$ cat src/core/gwf_pkg.sv
// package: register map, field layout, reset values and timing for the gpio edge/wake-up block
`default_nettype none

package gwf_pkg;

   // ----------------------------------------
   // bus geometry
   // ----------------------------------------
   localparam int unsigned GWF_ADDR_W = 18;
   localparam int unsigned GWF_DATA_W = 32;
   localparam int unsigned GWF_IDX_W  = 16;

   // ----------------------------------------
   // register indices; byte address is four times the index
   // ----------------------------------------
   localparam logic [GWF_IDX_W-1:0] GWF_WAKE_CFG_IDX  = 16'hA02E;
   localparam logic [GWF_IDX_W-1:0] GWF_P1_FALL_IDX   = 16'hA039;
   localparam logic [GWF_IDX_W-1:0] GWF_PIN_INT_IDX   = 16'hA040;

   // ----------------------------------------
   // wake-up configuration field positions
   // ----------------------------------------
   localparam int unsigned GWF_CFG_RISE_BIT  = 7;
   localparam int unsigned GWF_CFG_FALL_BIT  = 6;
   localparam int unsigned GWF_CFG_FTIME_LSB = 4;
   localparam int unsigned GWF_CFG_SRC_LSB   = 0;

   // ----------------------------------------
   // reset values and responses
   // ----------------------------------------
   localparam logic [7:0] GWF_REG_RESET = 8'h00;
   localparam logic [1:0] GWF_RESP_OKAY   = 2'h0;
   localparam logic [1:0] GWF_RESP_SLVERR = 2'h2;

   // ----------------------------------------
   // filter timing: one unit is 1 ms, longer codes double it
   // ----------------------------------------
   localparam int unsigned GWF_CLK_PERIOD_NS   = 10;
   localparam int unsigned GWF_FILTER_UNIT_MS  = 1;
   localparam int unsigned GWF_FILTER_UNIT_CYC =
      (GWF_FILTER_UNIT_MS * 1000000 + GWF_CLK_PERIOD_NS - 1) / GWF_CLK_PERIOD_NS;
   localparam int unsigned GWF_FCNT_W          = 24;

   typedef struct packed {
      logic       rise_wake_enable;
      logic       fall_wake_enable;
      logic [1:0] filter_time_select;
      logic [3:0] wake_source_select;
   } gwf_wake_cfg_t;

   localparam gwf_wake_cfg_t GWF_WAKE_CFG_RESET = 8'h00;

endpackage : gwf_pkg

`default_nettype wire

$ cat src/core/gwf_noise_filter.sv
// module: pulse-width noise filter with edge pulses for the wake-up source
`timescale 1ns/1ns
`default_nettype none

module gwf_noise_filter
   import gwf_pkg::*;
#(
   parameter int unsigned BASE_CYCLES = gwf_pkg::GWF_FILTER_UNIT_CYC
)
(
   // clock and reset
   input  wire logic       aclk,
   input  wire logic       aresetn,
   // sample side
   input  wire logic       sample,
   input  wire logic       restart,
   input  wire logic [1:0] filter_time_select,
   // filtered side
   output logic            level,
   output logic            rise_pulse,
   output logic            fall_pulse
);

   logic [GWF_FCNT_W-1:0] cnt;
   logic [GWF_FCNT_W-1:0] next_cnt;
   logic [GWF_FCNT_W-1:0] limit;
   logic                  next_level;
   logic                  next_rise;
   logic                  next_fall;

   // ----------------------------------------
   // filter
   // ----------------------------------------
   assign limit = GWF_FCNT_W'(BASE_CYCLES) << filter_time_select;

   always_comb
   begin
      next_cnt   = '0;
      next_level = level;
      next_rise  = 1'b0;
      next_fall  = 1'b0;
      if (restart)
      begin
         // new source: adopt its level silently, no false edge
         next_level = sample;
      end
      else if (sample != level)
      begin
         // a mismatch shorter than limit never reaches the output
         if (cnt + 1'b1 >= limit)
         begin
            next_level = sample;
            next_rise  = sample;
            next_fall  = ~sample;
         end
         else
         begin
            next_cnt = cnt + 1'b1;
         end
      end
   end

   always_ff @(posedge aclk)
   begin
      if (!aresetn)
      begin
         cnt        <= '0;
         level      <= 1'b0;
         rise_pulse <= 1'b0;
         fall_pulse <= 1'b0;
      end
      else
      begin
         cnt        <= next_cnt;
         level      <= next_level;
         rise_pulse <= next_rise;
         fall_pulse <= next_fall;
      end
   end
endmodule : gwf_noise_filter // gwf_noise_filter

`default_nettype wire

$ cat src/core/gwf_top.sv
// module: port-1 falling-edge latches and filtered gpio wake-up detector, AXI4-Lite slave
//
// Chosen here: register access over AXI4-Lite.
`timescale 1ns/1ns
`default_nettype none

module gwf_top
   import gwf_pkg::*;
#(
   parameter int unsigned FILTER_BASE_CYCLES = gwf_pkg::GWF_FILTER_UNIT_CYC
)
(
   // clock and reset
   input  wire logic                  aclk,
   input  wire logic                  aresetn,
   // axi4-lite write address and data
   input  wire logic [GWF_ADDR_W-1:0] awaddr,
   input  wire logic                  awvalid,
   output logic                       awready,
   input  wire logic [GWF_DATA_W-1:0] wdata,
   input  wire logic [3:0]            wstrb,
   input  wire logic                  wvalid,
   output logic                       wready,
   // axi4-lite write response
   output logic [1:0]                 bresp,
   output logic                       bvalid,
   input  wire logic                  bready,
   // axi4-lite read
   input  wire logic [GWF_ADDR_W-1:0] araddr,
   input  wire logic                  arvalid,
   output logic                       arready,
   output logic [GWF_DATA_W-1:0]      rdata,
   output logic [1:0]                 rresp,
   output logic                       rvalid,
   input  wire logic                  rready,
   // gpio pins, asynchronous
   input  wire logic [7:0]            port0_pin,
   input  wire logic [7:0]            port1_pin,
   // power control and interrupt
   output logic                       pin_irq,
   output logic                       wake_request
);
   import gwf_pkg::*;

   // ----------------------------------------
   // pin synchronisers
   // ----------------------------------------
   logic [15:0] sync1;
   logic [15:0] sync2;
   logic [15:0] sync3;
   logic [15:0] stable;
   logic [15:0] next_stable;

   // a bit changes only once the second and third stages agree
   assign next_stable = (sync2 & sync3) | (stable & (sync2 ^ sync3));

   always_ff @(posedge aclk)
   begin
      if (!aresetn)
      begin
         sync1  <= '0;
         sync2  <= '0;
         sync3  <= '0;
         stable <= '0;
      end
      else
      begin
         sync1  <= {port1_pin, port0_pin};
         sync2  <= sync1;
         sync3  <= sync2;
         stable <= next_stable;
      end
   end

   // ----------------------------------------
   // axi4-lite slave
   // ----------------------------------------
   logic                  aw_held;
   logic                  w_held;
   logic [GWF_IDX_W-1:0]  aw_idx;
   logic [7:0]            w_byte;
   logic                  w_lane0;
   logic                  next_aw_held;
   logic                  next_w_held;
   logic [GWF_IDX_W-1:0]  next_aw_idx;
   logic [7:0]            next_w_byte;
   logic                  next_w_lane0;
   logic                  next_awready;
   logic                  next_wready;
   logic                  next_bvalid;
   logic [1:0]            next_bresp;
   logic                  next_arready;
   logic                  next_rvalid;
   logic [1:0]            next_rresp;
   logic [GWF_DATA_W-1:0] next_rdata;
   logic                  do_write;
   logic                  wr_cfg;
   logic                  wr_fall;
   logic                  wr_pint;
   logic                  rd_take;
   logic [GWF_IDX_W-1:0]  ar_idx;

   // state held for software; port1_fall_detect_enable and the two wake enable bits are not read back
   gwf_wake_cfg_t wake_cfg;
   logic          rise_wake_flag;
   logic          fall_wake_flag;
   logic [7:0]    port1_fall_detect_enable;
   logic [7:0]    port1_fall_status;
   logic [7:0]    pin_interrupt_enable;

   assign do_write = aw_held && w_held && !bvalid;
   assign wr_cfg   = do_write && w_lane0 && (aw_idx == GWF_WAKE_CFG_IDX);
   assign wr_fall  = do_write && w_lane0 && (aw_idx == GWF_P1_FALL_IDX);
   assign wr_pint  = do_write && w_lane0 && (aw_idx == GWF_PIN_INT_IDX);
   assign rd_take  = arvalid && arready;
   assign ar_idx   = araddr[GWF_ADDR_W-1:2];

   always_comb
   begin
      next_aw_held = aw_held;
      next_w_held  = w_held;
      next_aw_idx  = aw_idx;
      next_w_byte  = w_byte;
      next_w_lane0 = w_lane0;
      next_bvalid  = bvalid;
      next_bresp   = bresp;
      if (awvalid && awready)
      begin
         next_aw_held = 1'b1;
         next_aw_idx  = awaddr[GWF_ADDR_W-1:2];
      end
      if (wvalid && wready)
      begin
         next_w_held  = 1'b1;
         next_w_byte  = wdata[7:0];
         next_w_lane0 = wstrb[0];
      end
      if (do_write)
      begin
         next_aw_held = 1'b0;
         next_w_held  = 1'b0;
         next_bvalid  = 1'b1;
         next_bresp   = ((aw_idx == GWF_WAKE_CFG_IDX) || (aw_idx == GWF_P1_FALL_IDX) ||
                         (aw_idx == GWF_PIN_INT_IDX)) ? GWF_RESP_OKAY : GWF_RESP_SLVERR;
      end
      else if (bvalid && bready)
      begin
         next_bvalid = 1'b0;
      end
      // one write in flight: hold both channels off until the response drains
      next_awready = !next_aw_held && !next_bvalid;
      next_wready  = !next_w_held && !next_bvalid;
   end

   always_comb
   begin
      next_rvalid  = rvalid;
      next_rdata   = rdata;
      next_rresp   = rresp;
      if (rd_take)
      begin
         next_rvalid = 1'b1;
         next_rresp  = GWF_RESP_OKAY;
         unique case (ar_idx)
            GWF_WAKE_CFG_IDX:
               next_rdata = {24'h000000, rise_wake_flag, fall_wake_flag,
                             wake_cfg.filter_time_select, wake_cfg.wake_source_select};
            GWF_P1_FALL_IDX:
               next_rdata = {24'h000000, port1_fall_status};
            GWF_PIN_INT_IDX:
               next_rdata = {24'h000000, pin_interrupt_enable};
            default:
            begin
               next_rdata = 32'h00000000;
               next_rresp = GWF_RESP_SLVERR;
            end
         endcase
      end
      else if (rvalid && rready)
      begin
         next_rvalid = 1'b0;
      end
      next_arready = !next_rvalid;
   end

   always_ff @(posedge aclk)
   begin
      if (!aresetn)
      begin
         aw_held <= 1'b0;
         w_held  <= 1'b0;
         aw_idx  <= '0;
         w_byte  <= 8'h00;
         w_lane0 <= 1'b0;
         awready <= 1'b0;
         wready  <= 1'b0;
         bvalid  <= 1'b0;
         bresp   <= GWF_RESP_OKAY;
         arready <= 1'b0;
         rvalid  <= 1'b0;
         rresp   <= GWF_RESP_OKAY;
         rdata   <= 32'h00000000;
      end
      else
      begin
         aw_held <= next_aw_held;
         w_held  <= next_w_held;
         aw_idx  <= next_aw_idx;
         w_byte  <= next_w_byte;
         w_lane0 <= next_w_lane0;
         awready <= next_awready;
         wready  <= next_wready;
         bvalid  <= next_bvalid;
         bresp   <= next_bresp;
         arready <= next_arready;
         rvalid  <= next_rvalid;
         rresp   <= next_rresp;
         rdata   <= next_rdata;
      end
   end

   // ----------------------------------------
   // port-1 falling-edge latches
   // ----------------------------------------
   logic [7:0] fall_evt;
   logic [7:0] fall_set;
   logic [7:0] fall_clr;
   logic [7:0] next_fall_en;
   logic [7:0] next_fall_status;
   logic [7:0] next_pint_en;
   logic       next_pin_irq;

   assign fall_evt = stable[15:8] & ~next_stable[15:8];
   assign fall_set = fall_evt & port1_fall_detect_enable;
   assign fall_clr = wr_fall ? ~w_byte : 8'h00;

   always_comb
   begin
      next_fall_en     = wr_fall ? w_byte : port1_fall_detect_enable;
      // a new edge in the clearing cycle survives
      next_fall_status = (port1_fall_status & ~fall_clr) | fall_set;
      next_pint_en     = wr_pint ? w_byte : pin_interrupt_enable;
      next_pin_irq     = |(port1_fall_status & pin_interrupt_enable);
   end

   always_ff @(posedge aclk)
   begin
      if (!aresetn)
      begin
         port1_fall_detect_enable <= GWF_REG_RESET;
         port1_fall_status        <= GWF_REG_RESET;
         pin_interrupt_enable     <= GWF_REG_RESET;
         pin_irq                  <= 1'b0;
      end
      else
      begin
         port1_fall_detect_enable <= next_fall_en;
         port1_fall_status        <= next_fall_status;
         pin_interrupt_enable     <= next_pint_en;
         pin_irq                  <= next_pin_irq;
      end
   end

   // ----------------------------------------
   // filtered wake-up detector
   // ----------------------------------------
   logic          wake_sample;
   logic          src_changed;
   logic          filt_rise;
   logic          filt_fall;
   gwf_wake_cfg_t next_wake_cfg;
   logic          next_rise_flag;
   logic          next_fall_flag;
   logic          next_wake_request;

   // follow the source being written, so a restart loads the new pin's level, not the old one
   assign wake_sample = stable[next_wake_cfg.wake_source_select];
   assign src_changed = wr_cfg && (w_byte[3:0] != wake_cfg.wake_source_select);

   // limitation: aclk must stay running in sleep for the filter to time out
   gwf_noise_filter #(
      .BASE_CYCLES        (FILTER_BASE_CYCLES)
   ) u_filter (
      .aclk               (aclk),
      .aresetn            (aresetn),
      .sample             (wake_sample),
      .restart            (src_changed),
      .filter_time_select (wake_cfg.filter_time_select),
      .level              (),
      .rise_pulse         (filt_rise),
      .fall_pulse         (filt_fall)
   );

   always_comb
   begin
      next_wake_cfg  = wr_cfg ? gwf_wake_cfg_t'(w_byte) : wake_cfg;
      next_rise_flag = rise_wake_flag;
      next_fall_flag = fall_wake_flag;
      if (wr_cfg && !w_byte[GWF_CFG_RISE_BIT])
      begin
         next_rise_flag = 1'b0;
      end
      if (wr_cfg && !w_byte[GWF_CFG_FALL_BIT])
      begin
         next_fall_flag = 1'b0;
      end
      // set wins over the clear
      if (filt_rise && wake_cfg.rise_wake_enable)
      begin
         next_rise_flag = 1'b1;
      end
      if (filt_fall && wake_cfg.fall_wake_enable)
      begin
         next_fall_flag = 1'b1;
      end
      next_wake_request = rise_wake_flag || fall_wake_flag || next_pin_irq;
   end

   always_ff @(posedge aclk)
   begin
      if (!aresetn)
      begin
         wake_cfg       <= GWF_WAKE_CFG_RESET;
         rise_wake_flag <= 1'b0;
         fall_wake_flag <= 1'b0;
         wake_request   <= 1'b0;
      end
      else
      begin
         wake_cfg       <= next_wake_cfg;
         rise_wake_flag <= next_rise_flag;
         fall_wake_flag <= next_fall_flag;
         wake_request   <= next_wake_request;
      end
   end
endmodule : gwf_top // gwf_top

`default_nettype wire

$ cat config.mk
export PLATFORM = sky130hd
export DESIGN_NAME = gwf_top
export DESIGN_NICKNAME = d
export VERILOG_FILES = /design/src/core/gwf_pkg.sv /design/src/core/gwf_noise_filter.sv /design/src/core/gwf_top.sv
export SDC_FILE = /design/constraint.sdc
export NUM_CORES = 1
export LEC_CHECK = 0
export ABC_AREA = 1
export BUFFER_PORTS_ARGS = -buffer_cell sky130_fd_sc_hd__buf_2
export CORE_ASPECT_RATIO = 0.7
export CORE_MARGIN = 2
export CORE_UTILIZATION = 28
export CTS_BUF_LIST = sky130_fd_sc_hd__clkbuf_8
export CTS_CLUSTER_SIZE = 24
export DETAILED_ROUTE_END_ITERATION = 8
export MAX_ROUTING_LAYER = met4
export PLACE_DENSITY_LB_ADDON = 0.25
export SLEW_MARGIN = 10
export SYNTH_ARGS = -nofsm -noshare
export SYNTH_HDL_FRONTEND = slang
export SYNTH_HIERARCHICAL = 1
export SYNTH_SLANG_ARGS = --single-unit
$ cat constraint.sdc
create_clock -name aclk -period 3.5 [get_ports aclk]
set_input_delay 0.875 -clock aclk [delete_from_list [all_inputs] [get_ports aclk]]
set_output_delay 0.875 -clock aclk [all_outputs]
set_load 0.005 [all_outputs]
==> results.py <==
metrics = {
    "setup_path": {
        "r2r_cells": 15,
        "path_max_fanout": 20,
        "crit_path_top_delay_cell": "dfxtp_1",
        "crit_chain": "ha_1, nand3_2, nor2_2, nand3_1, or2_2, xor2_1, inv_1, ha_1, nand2_1, o21ai_0, nor2_1, nand2_2, nor2_4, nand3_4, nor3b_2",
        "r2r_start": "u_filter/cnt[0]$_SDFF_PP0_",
        "path_class": "flip-flop to flip-flop",
        "cp.arrival_ns": 3.33,
        "endpoint_kind": "flip-flop",
        "reg2reg_to": "u_filter/cnt[2]$_SDFF_PP0_",
        "reg2reg_slack_ns": 0.55,
        "worstPathRequired_ns": 3.88,
        "startpoint_type": "flip-flop",
        "crit_top_cell": "ha_1",
        "max_stage_delay_ns": 0.38,
    },
    "yosys": {
        "synth_edf_count": 0,
        "yosysMostFrequentCell": "nand2_1",
        "async_flop_share_pct": 0,
        "synth_top_cell_by_area": "dfxtp_1",
        "yosysSeqAreaShare_pct": 44.86,
        "syn_inst": 974,
        "syn_avg_cell_area_um2": 7.742,
        "ys_warn_count": 6,
        "synth_top_area_share_pct": 44.86,
        "yosys-top-cells-area": "dfxtp_1 (45%), nand2_1 (9.7%), ha_1 (6.1%)",
        "synth_cell_types": 42,
        "synthTopCellsByCount": "nand2_1 (195), dfxtp_1 (169), inv_1 (121), nor2_1 (121), a21oi_1 (68)",
        "ys_ff_latch": 169,
        "syn_area_um2": 7541,
        "ys.flop_type": "dfxtp_1",
    },
    "grt": {
        "grt_overflow": 0,
        "grt_usage_pct": 12.96,
        "grt_pass1_vias": 5543,
        "grt_pass1_wl_um": 28260,
        "grt_max_degree": 57,
        "antenna_found_initial": 0,
    },
    "sta": {
        "worst_pin_slew_ns": 0.5359,
        "fin_crit_ns": 2.948,
        "finalHoldViolCount": 0,
        "setup_viol": 0,
        "worst_clock_skew_ns": 0.01403,
        "rsz0062_at_grt": "no",
        "max_freq_mhz": 339.3,
        "final.period_utilization_pct": 84.22,
        "max_slew_margin_pct": 64.27,
        "whs_ns": 0.4190,
        "tns_ns": 0,
        "slew_violations": 0,
    },
    "clock_tree": {
        "clockBufferDepth": 2,
        "clock_latency_ns": 0.46,
        "clkTransAtPathRegs_ns": 0.09,
        "cts_tree": "done",
        "clkSinkCount": 169,
        "hold_buffers": 0,
        "ctsHtreeMaxLevel": 4,
        "cts_buffers": 17,
        "cts_root_buf": "clkbuf_8",
    },
    "pwr": {
        "switching_share_pct": 24.87,
        "leakage_nw": 4.044,
        "power_w": 0.003670,
        "vdd_drop_max_v": 0.0002319,
        "switchingPower_w": 0.0009127,
        "p_clk_share_pct": 39.5,
        "power_density_nw_per_um2": 425.3,
        "p_int_w": 0.002758,
        "seqPwrFrac_pct": 54.9,
        "comb_power_share_pct": 5.5,
    },
    "die": {
        "row_count": 50,
        "dieArea_um2": 28280,
        "fp.dieW_um": 200.2,
        "start_util_pct": 28.36,
        "io_pins": 138,
        "die_h_um": 141.3,
        "core_um2": 26590,
    },
    "route": {
        "num_vias": 5841,
        "wl_per_cell_um": 11.86,
        "drc": 0,
        "antenna_left": 0,
        "firstDrtPassIters": 5,
        "first_iter_violations": 284,
        "routed_wl_um": 16950,
        "vias_per_cell": 4.087,
    },
    "min_path": {
        "hold-path-cell-count": 2,
        "hold_path_class": "flip-flop to flip-flop",
        "min_from": "sync1[0]$_SDFF_PN0_",
        "min_to": "sync2[0]$_SDFF_PN0_",
    },
    "final_layout": {
        "syn2layout_area_growth_pct": 14.44,
        "layout-drive-gt1-share_pct": 15.12,
        "stdcell_count": 1429,
        "nNetsFinal": 1184,
        "diodes": 0,
        "finalCoreUtilization_pct": 32.46,
    },
    "run_status": {
        "outcome": "complete, no violations",
    },
    "flow_run": {
        "maxCapViolations": 0,
    },
    "placed_design": {
        "place_congestion": 0.8059,
        "io_buffers": 80,
        "dp_hpwl_um": 12670,
        "placedCellCount": 1397,
    },
}
==> worst max-delay path, delay by kind of cell (launching register included) <==
family,cells,cell delay [ns]
DFF,1,0.38
xor gates and xnor gates,1,0.20
adders and majority gates,2,0.49
and+or+nand+nor,10,1.63
AOI/OAI and AO/OA,1,0.10
buffers and inverters,1,0.07
==> area by class of cell <==
| class | count | area (µm²) |
|---|---|---|
| clock buffers | 20 | 275.3 |
| clock inverters | 12 | 140.1 |
| fillers | 2891 | 17960 |
| inverters | 129 | 484.2 |
| multi-input cells | 650 | 3453 |
| flip-flops and latches | 169 | 3383 |
| well taps | 364 | 455.4 |
| repair buffers | 85 | 437.9 |
==> worst max path at each step <==
stage                            endpoint                        from  slack, ns
3_3_place_gp   u_filter/cnt[2]$_SDFF_PP0_  u_filter/cnt[0]$_SDFF_PP0_       0.37
4_1_cts        u_filter/cnt[2]$_SDFF_PP0_  u_filter/cnt[0]$_SDFF_PP0_       0.33
6_report       u_filter/cnt[2]$_SDFF_PP0_  u_filter/cnt[0]$_SDFF_PP0_       0.55
3_5_place_dp   u_filter/cnt[2]$_SDFF_PP0_  u_filter/cnt[0]$_SDFF_PP0_       0.35
5_1_grt        u_filter/cnt[2]$_SDFF_PP0_  u_filter/cnt[0]$_SDFF_PP0_       0.22
2_1_floorplan  u_filter/cnt[2]$_SDFF_PP0_  u_filter/cnt[0]$_SDFF_PP0_       0.98
==> through the flow <==
| step | area (µm²) | setup slack (ns) |
|---|---|---|
| 2_1_floorplan | 7646 | 0.9778 |
| 3_3_place_gp | 8207 | 0.3709 |
| 3_5_place_dp | 8207 | 0.3545 |
| 4_1_cts | 8622 | 0.3280 |
| 5_1_grt | 8630 | 0.2193 |
| 6_report | 8630 | 0.5524 |
==> per-layer routing <==
metal	global-route usage, %	vias to the layer above	share of wire [%]
li1	-	3165	-
met1	19.01	2570	56
met4	3.771	0	1.0
met3	3.307	7	4.7
met2	17.12	99	38
met5	-	-	0
==> layout by cell type, fill, tap and decap left out, drive strengths merged, types with 3 or more instances in the layout <==
cell | netlist | routed
buf | 36 | 85
clkinv | 2 | 6
nand3b | 3 | 3
nand2 | 208 | 208
xnor2 | 9 | 9
dfxtp | 169 | 169
o21ai | 51 | 51
clkbuf | 18 | 20
nor4 | 6 | 6
a21oi | 68 | 68
ha | 37 | 37
conb | 2 | 30
and2 | 4 | 4
nand3 | 59 | 59
nor2 | 137 | 137
a22o | 4 | 4
nor3 | 6 | 6
inv | 127 | 133
xor2 | 11 | 11
nand4 | 10 | 10
==> logic make-up after synthesis <==
group,count (synthesis),synth area share [%]
compound gates,127,8.827
xor+xnor,20,2.323
fa+ha+maj,37,6.139
flops,169,44.86
buf+inv,183,10.83
simple gates,436,26.91
other cells,2,0.09959
==> repair_timing <==
action / CTS / global route
gates resized for setup: 0 / 1
buffers inserted: 0 / 0
setup endpoints to repair: 0 / 1
==> power groups by stage <==
stage / Sequential [W] / Combinational [W] / Clock [W]
after global placement: 0.00206 / 0.000206 / 0
after floorplan: 0.00205 / 0.000152 / 0
after global routing: 0.00203 / 0.000239 / 0.00158
after CTS: 0.00202 / 0.000208 / 0.00150
final: 0.00202 / 0.000203 / 0.00145
after detailed placement: 0.00206 / 0.000206 / 0
==> state kept, by name, indices dropped and copies added (netlist names), 8 cells and up <==
signal                    flops
u_filter/cnt                 24
pin_interrupt_enable          8
port1_fall_status             8
rdata                         8
wake_cfg                      8
sync2                        16
w_byte                        8
stable                       16
sync1                        16
aw_idx                       16
port1_fall_detect_enable      8
sync3                        16
Note: power is estimated with default switching activity, not from simulation.
